===== config.mk =====
export PLATFORM = sky130hd
export DESIGN_NAME = ccr_regs
export DESIGN_NICKNAME = d
export VERILOG_FILES = /design/src/pkg/ccr_pkg.sv /design/src/hdl/ccr_regs.sv
export SDC_FILE = /design/constraint.sdc
export NUM_CORES = 1
export LEC_CHECK = 0
export CORE_AREA = 2 2 69 71
export CTS_CLUSTER_SIZE = 25
export DETAILED_ROUTE_END_ITERATION = 12
export DIE_AREA = 0 0 71 73
export DONT_BUFFER_PORTS = 1
export PLACE_DENSITY_LB_ADDON = 0.2
export REMOVE_ABC_BUFFERS = 1
export SYNTH_ARGS = -nofsm -noshare
export SYNTH_HDL_FRONTEND = slang
export SYNTH_SLANG_ARGS = --single-unit

===== constraint.sdc =====
create_clock -name CLK -period 1.3 [get_ports CLK]
set_clock_uncertainty 0.1 [all_clocks]
set_input_delay 0 -clock CLK [delete_from_list [all_inputs] [get_ports CLK]]
set_output_delay 0 -clock CLK [all_outputs]
set_load 0.05 [all_outputs]

===== src/pkg/ccr_pkg.sv =====
// Package for the codec control register bank, registers 14 to 19.
// Assumes a register write/read port decoded from the serial or two-wire control path.
package ccr_pkg;
	localparam int ADDR_W = 8;
	localparam int DATA_W = 8;

	// Register addresses
	localparam logic [7:0] ADDR_HEADSET_LINE_POWER_CONTROL = 8'h0E;
	localparam logic [7:0] ADDR_FIRST_CODEC_FORMAT_CONFIG = 8'h0F;
	localparam logic [7:0] ADDR_SECOND_CODEC_FORMAT_CONFIG = 8'h10;
	localparam logic [7:0] ADDR_CONTROL_FRAME_SPACING = 8'h11;
	localparam logic [7:0] ADDR_RESERVED_A = 8'h12;
	localparam logic [7:0] ADDR_RESERVED_B = 8'h13;

	// Reset values
	localparam logic [7:0] RST_HEADSET_LINE_POWER_CONTROL = 8'h00;
	localparam logic [7:0] RST_CODEC_FORMAT_CONFIG = 8'h00;
	localparam logic [7:0] RST_CONTROL_FRAME_SPACING = 8'h00;
	localparam logic [7:0] RST_RESERVED = 8'h00;

	// Register 14 field positions
	localparam int HS_MUTE_BIT = 7;
	localparam int LINE_POLE_HI = 6;
	localparam int LINE_POLE_LO = 5;
	localparam int HS_ECHO_HI = 4;
	localparam int HS_ECHO_LO = 2;
	localparam int ANALOG_PD_BIT = 1;
	localparam int LINE_PD_BIT = 0;

	// Codec configuration field positions
	localparam int COMPAND_EN_BIT = 7;
	localparam int COMPAND_MU_BIT = 6;
	localparam int ZC_ADC_DIS_BIT = 5;
	localparam int ZC_DAC_DIS_BIT = 4;
	localparam int HIGHPASS_BYPASS_BIT = 3;
	localparam int ZC_DIS_BIT = 2;
	localparam int ZC_THR_HI = 1;
	localparam int ZC_THR_LO = 0;

	// Echo gain code that mutes the echo path
	localparam logic [2:0] ECHO_MUTE_CODE = 3'h7;
	// Echo gain at code zero and step, in dB of attenuation
	localparam logic [4:0] ECHO_BASE_DB = 5'h0C;
	localparam logic [4:0] ECHO_STEP_DB = 5'h02;

	// Zero-crossing threshold in LSBs per code
	localparam logic [3:0] ZC_THR_CODE0 = 4'h6;
	localparam logic [3:0] ZC_THR_CODE1 = 4'h4;
	localparam logic [3:0] ZC_THR_CODE2 = 4'h8;
	localparam logic [3:0] ZC_THR_CODE3 = 4'hA;

	typedef enum logic [1:0] {
		POLE_64K = 2'b00,
		POLE_32K = 2'b01,
		POLE_21K3 = 2'b10,
		POLE_16K = 2'b11
	} ccr_pole_e;

	typedef enum logic [1:0] {
		CMP_LINEAR = 2'b00,
		CMP_ALAW = 2'b10,
		CMP_MULAW = 2'b11
	} ccr_compand_e;

	// Decoded controls of one codec
	typedef struct packed {
		ccr_compand_e compand;
		logic zc_adc_en;
		logic zc_dac_en;
		logic zc_en;
		logic adc_highpass_stage_bypass;
		logic [3:0] zc_threshold;
	} ccr_codec_ctl_s;

	// Decoded controls of register 14
	typedef struct packed {
		logic headset_out_en;
		ccr_pole_e line_pole;
		logic echo_mute;
		logic [4:0] echo_atten_db;
		logic analog_power_down;
		logic line_out_en;
		logic line_in_en;
		logic common_mode_reference_en;
	} ccr_analog_ctl_s;

	// Register write/read port
	typedef struct packed {
		logic wr;
		logic rd;
		logic [7:0] addr;
		logic [7:0] wdata;
	} ccr_req_s;

	// All state of the bank
	typedef struct packed {
		logic [7:0] headset_line_power_control;
		logic [7:0] first_codec_format_config;
		logic [7:0] second_codec_format_config;
		logic [7:0] control_frame_spacing;
		logic [7:0] rdata;
		logic rvalid;
		logic hit;
	} ccr_state_s;
endpackage


===== src/hdl/ccr_regs.sv =====
// Codec control register bank: registers 14 to 19 and their decoded controls.
// Assumes the control interface delivers synchronous one-cycle write/read strobes.
//
// Function
// - Register 14 bit 7 set mutes the headset output, clear keeps it enabled.
// - Register 14 bits 6:5 pick the line amplifier pole of 64, 32, 21.3 or 16 kHz.
// - Register 14 bits 4:2 set headset echo gain from -12 to -24 dB in 2 dB steps, code 7 mutes.
// - Register 14 bit 1 set powers down the whole analog section.
// - Register 14 bit 0 set powers down line output, line input and floats the common-mode reference.
// - Codec bits 7:6 pick linear when bit 7 is clear, A-law for 10 and mu-law for 11.
// - Codec bits 5, 4 and 2 disable zero crossing for ADC, DAC and in general when set.
// - Codec bit 3 set bypasses that codec's ADC high-pass stage.
// - Codec bits 1:0 give a zero-crossing threshold of 6, 4, 8 or 10 LSBs.
// - Codec 1 config sits at address 0x0F and codec 2 config at 0x10, same layout.
// - Register 17 counts frames without control information between control frames, zero means every frame.
`timescale 1ns/100ps

module ccr_regs
	import ccr_pkg::*;
(
	// Clock and reset
	input wire logic CLK,
	input wire logic RESETN,
	// Register port
	input wire ccr_req_s REQ,
	output logic [7:0] RDATA,
	output logic RVALID,
	output logic ADDR_HIT,
	// Decoded analog and codec controls
	output ccr_analog_ctl_s ANALOG_CTL,
	output ccr_codec_ctl_s CODEC1_CTL,
	output ccr_codec_ctl_s CODEC2_CTL,
	// Frame spacing and raw views
	output logic [7:0] CONTROL_FRAME_SPACING,
	output logic CTRL_EVERY_FRAME
);

	ccr_state_s state;
	ccr_state_s next_state;

	// Decodes one codec configuration byte
	function automatic ccr_codec_ctl_s decode_codec(input logic [7:0] cfg);
		ccr_codec_ctl_s c;
		c.compand = !cfg[COMPAND_EN_BIT] ? CMP_LINEAR
			: (cfg[COMPAND_MU_BIT] ? CMP_MULAW : CMP_ALAW);
		c.zc_adc_en = !cfg[ZC_ADC_DIS_BIT];
		c.zc_dac_en = !cfg[ZC_DAC_DIS_BIT];
		c.zc_en = !cfg[ZC_DIS_BIT];
		c.adc_highpass_stage_bypass = cfg[HIGHPASS_BYPASS_BIT];
		unique case (cfg[ZC_THR_HI:ZC_THR_LO])
			2'b00: c.zc_threshold = ZC_THR_CODE0;
			2'b01: c.zc_threshold = ZC_THR_CODE1;
			2'b10: c.zc_threshold = ZC_THR_CODE2;
			2'b11: c.zc_threshold = ZC_THR_CODE3;
		endcase
		return c;
	endfunction

	// Echo attenuation in dB for a code below the mute code
	function automatic logic [4:0] echo_db(input logic [2:0] code);
		logic [7:0] prod;
		prod = 8'({5'h00, code} * 8'(ECHO_STEP_DB));
		return 5'(ECHO_BASE_DB + prod[4:0]);
	endfunction

	always_comb begin
		logic hit;
		hit = 1'b0;
		next_state = state;
		next_state.rvalid = REQ.rd;
		unique case (REQ.addr)
			ADDR_HEADSET_LINE_POWER_CONTROL,
			ADDR_FIRST_CODEC_FORMAT_CONFIG,
			ADDR_SECOND_CODEC_FORMAT_CONFIG,
			ADDR_CONTROL_FRAME_SPACING,
			ADDR_RESERVED_A,
			ADDR_RESERVED_B: hit = 1'b1;
			default: hit = 1'b0;
		endcase
		next_state.hit = (REQ.rd || REQ.wr) && hit;
		if (REQ.wr) begin
			unique case (REQ.addr)
				ADDR_HEADSET_LINE_POWER_CONTROL: next_state.headset_line_power_control = REQ.wdata;
				ADDR_FIRST_CODEC_FORMAT_CONFIG: next_state.first_codec_format_config = REQ.wdata;
				ADDR_SECOND_CODEC_FORMAT_CONFIG: next_state.second_codec_format_config = REQ.wdata;
				ADDR_CONTROL_FRAME_SPACING: next_state.control_frame_spacing = REQ.wdata;
				// Reserved and unmapped writes are dropped
				default: next_state.rdata = state.rdata;
			endcase
		end
		if (REQ.rd) begin
			unique case (REQ.addr)
				ADDR_HEADSET_LINE_POWER_CONTROL: next_state.rdata = state.headset_line_power_control;
				ADDR_FIRST_CODEC_FORMAT_CONFIG: next_state.rdata = state.first_codec_format_config;
				ADDR_SECOND_CODEC_FORMAT_CONFIG: next_state.rdata = state.second_codec_format_config;
				ADDR_CONTROL_FRAME_SPACING: next_state.rdata = state.control_frame_spacing;
				default: next_state.rdata = RST_RESERVED;
			endcase
		end
	end

	always_ff @(posedge CLK or negedge RESETN) begin
		if (!RESETN) begin
			state.headset_line_power_control <= RST_HEADSET_LINE_POWER_CONTROL;
			state.first_codec_format_config <= RST_CODEC_FORMAT_CONFIG;
			state.second_codec_format_config <= RST_CODEC_FORMAT_CONFIG;
			state.control_frame_spacing <= RST_CONTROL_FRAME_SPACING;
			state.rdata <= 8'h00;
			state.rvalid <= 1'b0;
			state.hit <= 1'b0;
		end else begin
			state <= next_state;
		end
	end

	assign RDATA = state.rdata;
	assign RVALID = state.rvalid;
	assign ADDR_HIT = state.hit;

	always_comb begin
		logic [7:0] r;
		r = state.headset_line_power_control;
		ANALOG_CTL.headset_out_en = !r[HS_MUTE_BIT];
		ANALOG_CTL.line_pole = ccr_pole_e'(r[LINE_POLE_HI:LINE_POLE_LO]);
		ANALOG_CTL.echo_mute = (r[HS_ECHO_HI:HS_ECHO_LO] == ECHO_MUTE_CODE);
		ANALOG_CTL.echo_atten_db = ANALOG_CTL.echo_mute ? 5'h00 : echo_db(r[HS_ECHO_HI:HS_ECHO_LO]);
		ANALOG_CTL.analog_power_down = r[ANALOG_PD_BIT];
		ANALOG_CTL.line_out_en = !r[LINE_PD_BIT];
		ANALOG_CTL.line_in_en = !r[LINE_PD_BIT];
		ANALOG_CTL.common_mode_reference_en = !r[LINE_PD_BIT];
	end

	assign CODEC1_CTL = decode_codec(state.first_codec_format_config);
	assign CODEC2_CTL = decode_codec(state.second_codec_format_config);
	assign CONTROL_FRAME_SPACING = state.control_frame_spacing;
	assign CTRL_EVERY_FRAME = (state.control_frame_spacing == 8'h00);

endmodule // ccr_regs


==> metrics.md <==
| Metric | Value |
|---|---|
| Ant diodes | 0 |
| Chip Height | around 73 um |
| CTS Buf Count | 5 |
| # port buffers | 0 |
| RSZ-0062 raised after global routing | yes |
| CTS clock-pin slew for the worst setup and hold paths | around 80 ps |
| Largest net degree at the start of global routing | 43 |
| Initial antenna violation count | 0 |
| Setup crit end kind | output pin |
| Max-cap violations | 0 |
| Worst setup path start | CONTROL_FRAME_SPACING[3]$_DFFE_PN0P_ |
| Inst Count DP | 269 |
| Area Overhead vs Synth | 33.25% |
| Top cells by count, synth | 42 x dfrtp_1, 28 x buf_4, 24 x inv_1, 24 x mux2_2, 16 x mux2i_1 |
| Post-synth top area share | 44.54% |
| Flops & latches, synth | 42 |
| Lkg Pwr | between 0.0015 and 0.002 uW |
| Clock Root Buffer | clkbuf_8 |
| Worst R2R Start | CONTROL_FRAME_SPACING[1]$_DFFE_PN0P_ |
| Worst EP required | between 1000 and 1500 ps |
| Die X-Extent | around 71 um |
| DRT iter0 DRCs | 64 |
| Fin crit share | 124.4% |
| Most frequent cell after synthesis | dfrtp_1 |
| Mapped Cells | 202 |
| Hpwl dp | approximately 3.6 mm |
| Final min period | 1617 ps |
| CTS tree | built |
| Via/cell ratio | 5.425 |
| Drt total wl | around 5.7 mm |
| DR WL/cell | 18.54 um |
| Global route overflow | 0 |
| YS warnings | 0 |
| Critical Path AT | between 1500 and 2000 ps |
| Final Slew Violations | 0 |
| Peak VDD IR | approximately 750 uV |
| Total core area | 0.004536 mm^2 |
| Layout fillers | 329 |
| Library cells used by synthesis | 28 |
| GPL Wtd Cong | 0.8129 |
| RR Endpoint | RDATA[1]$_DFFE_PN0P_ |
| Top cells by area, synth | dfrtp_1 45%, mux2_2 11%, buf_4 8.9% |
| Sink Count | 42 |
| Post-synth top flop | dfrtp_1 |
| Max_slew headroom | 46.31% |
| CP Class | reg -> out |
| I/O pin cnt | 72 |
| Async SR Flop Fraction | 100.0% |
| Worst hold path class | in -> reg |
| NumNets Final | 279 |
| Run status | finished with violations |
| Residual DRC | 0 |
| Vias | 1660 |
| Layout Cells excl Fill | ~310 |
| Final core utilization | 69.32% |
| Vias in the first global route | 1691 |
| Number of synthesized flops with an enable pin | 0 |
| Final ANT Viol Nets | 0 |
| Finish-stage setup viols | 24 |
| Sequential fraction of the synthesis area | 44.54% |
| Final setup margin | -316.6 ps |
| Max Fclk | about 620 MHz |
| Drt pass-1 iters | 4 |
| CP endpoint | CTRL_EVERY_FRAME |
| Die area | roughly 0.0052 mm^2 |
| Final-report hold violation count | 5 |
| Register-to-Register Path Depth | 5 |
| First-pass GRT wire length | 8.652 mm |
| Row count | 25 |
| Power Density | between 900 and 1000 mW/mm^2 |
| R2R Setup Slk | about 40 ps |
| Later-pin clock latency in the skew report | between 200 and 300 ps |
| Fin Hold WS | -31.38 ps |
| GRT Resource Usage Total | around 22% |
| Initial Util | around 52% |
| Slew @ Worst Pin | 802.6 ps |
| CP Max Fanout | 2 |
| Cell taking the most area after synthesis | dfrtp_1 |
| Pre-CTS WS | -341.2 ps |
| Critical Path Start Type | register |
| Mapped cell area | around 0.0024 mm^2 |
| H-tree levels | 2 |
| Failing checks | negative hold slack, negative setup slack |
| Avg Inst Size Synth | 11.68 um^2 |
| CTS max path bufs | 2 |
| Layout cells sized above 1 | between 50 and 60% |
==> placed cells by master, fill, tap and decap left out, types with 3 or more instances in the layout <==
cell type / count
buf_4: 42
mux2_4: 16
inv_2: 5
dfrtp_1: 40
clkbuf_8: 6
conb_1: 3
or2_4: 4
dlygate4sd3_1: 18
buf_12: 6
o22a_2: 8
mux2i_1: 16
and2_1: 3
ha_4: 3
buf_6: 7
inv_1: 17
mux2_2: 16
o22ai_1: 8
ha_2: 5
==> report_power, final <==
group	switching [uW]	total (uW)	internal, uW	leakage (uW)
clock network	464	891	427	0.0000472
registers	52.3	1410	1360	0.000575
logic	458	757	300	0.000878
total	974	3060	2080	0.00150
==> cell type report <==
class | instances | area (um^2) | area share [%]
clock inverter | 2 | 12.51 | 0.3979
tap | 54 | 67.56 | 2.149
timing repair buffer | 75 | 724.4 | 23.04
multi-input combinational | 103 | 1107 | 35.22
sequential | 42 | 1054 | 33.51
inverter | 24 | 96.34 | 3.064
clock buffer | 6 | 82.58 | 2.626
==> how the worst min path moves through the flow <==
stage           start                   end  slack, ps  cells after the start
2_1_floorplan  RESETN    ADDR_HIT$_DFF_PN0_       -400                      0
3_3_place_gp   RESETN  RDATA[0]$_DFFE_PN0P_       -390                      0
3_5_place_dp   RESETN  RDATA[0]$_DFFE_PN0P_       -390                      0
4_1_cts        REQ[8]  RDATA[2]$_DFFE_PN0P_        -50                      3
5_1_grt        REQ[8]  RDATA[6]$_DFFE_PN0P_          5                      3
6_report       REQ[8]  RDATA[7]$_DFFE_PN0P_        -30                      3
==> registers in the layout, summed over array words and instances, names as in the netlist <==
| name | cells |
|---|---|
| state | 19 |
| ADDR_HIT | 1 |
| RDATA | 8 |
| CODEC1_CTL | 1 |
| ANALOG_CTL | 3 |
| RVALID | 1 |
| CONTROL_FRAME_SPACING | 8 |
| CODEC2_CTL | 1 |
==> layer usage <==
metal	part of all wire, %	GRT usage, %	wire length [um]
met1	42	26.83	2385
met2	51	38.84	2908
met3	5.1	5.387	290
met4	1.6	8.386	89
met5	0	0	0
==> stage by stage <==
stage / total power [uW] / instance area (um^2) / TNS, ps
floorplan: 1828 / 2112 / -11340
global placement: 1967 / 2587 / -8488
detailed placement: 1981 / 2587 / -9450
CTS: 3023 / 3052 / -803.9
global route: 3172 / 3144 / -4698
finish: 3056 / 3144 / -3906
==> timing repair <==
| action | 4_1_cts | 5_1_grt |
|---|---|---|
| endpoints found under the setup margin | 23 | 32 |
| resized for setup | 37 | 19 |
| pin swaps | 10 | 8 |
| hold buffers | 17 | 2 |
| setup buffers | 9 | 2 |
| hold endpoints to repair | 84 | 16 |
==> kinds of logic (layout without fill, tap and decap cells) <==
logic type | Yosys count | count (layout) | synth area share, %
flip-flops | 42 | 42 | 44.54
AO/OA/AOI/OAI | 19 | 19 | 6.257
buffers and inverters | 59 | 107 | 14.63
AND/OR/NAND/NOR | 25 | 25 | 6.839
adder cells (fa/ha/maj) | 8 | 8 | 4.242
multiplexers | 48 | 48 | 23.33
other | 1 | 3 | 0.1589
==> critical path, stage by stage, from the launching register on <==
cell and delay, ps:
dfrtp_1 380, or4_4 550, nor2_4 140, buf_8 150
Power figures use the tool's default switching activity.
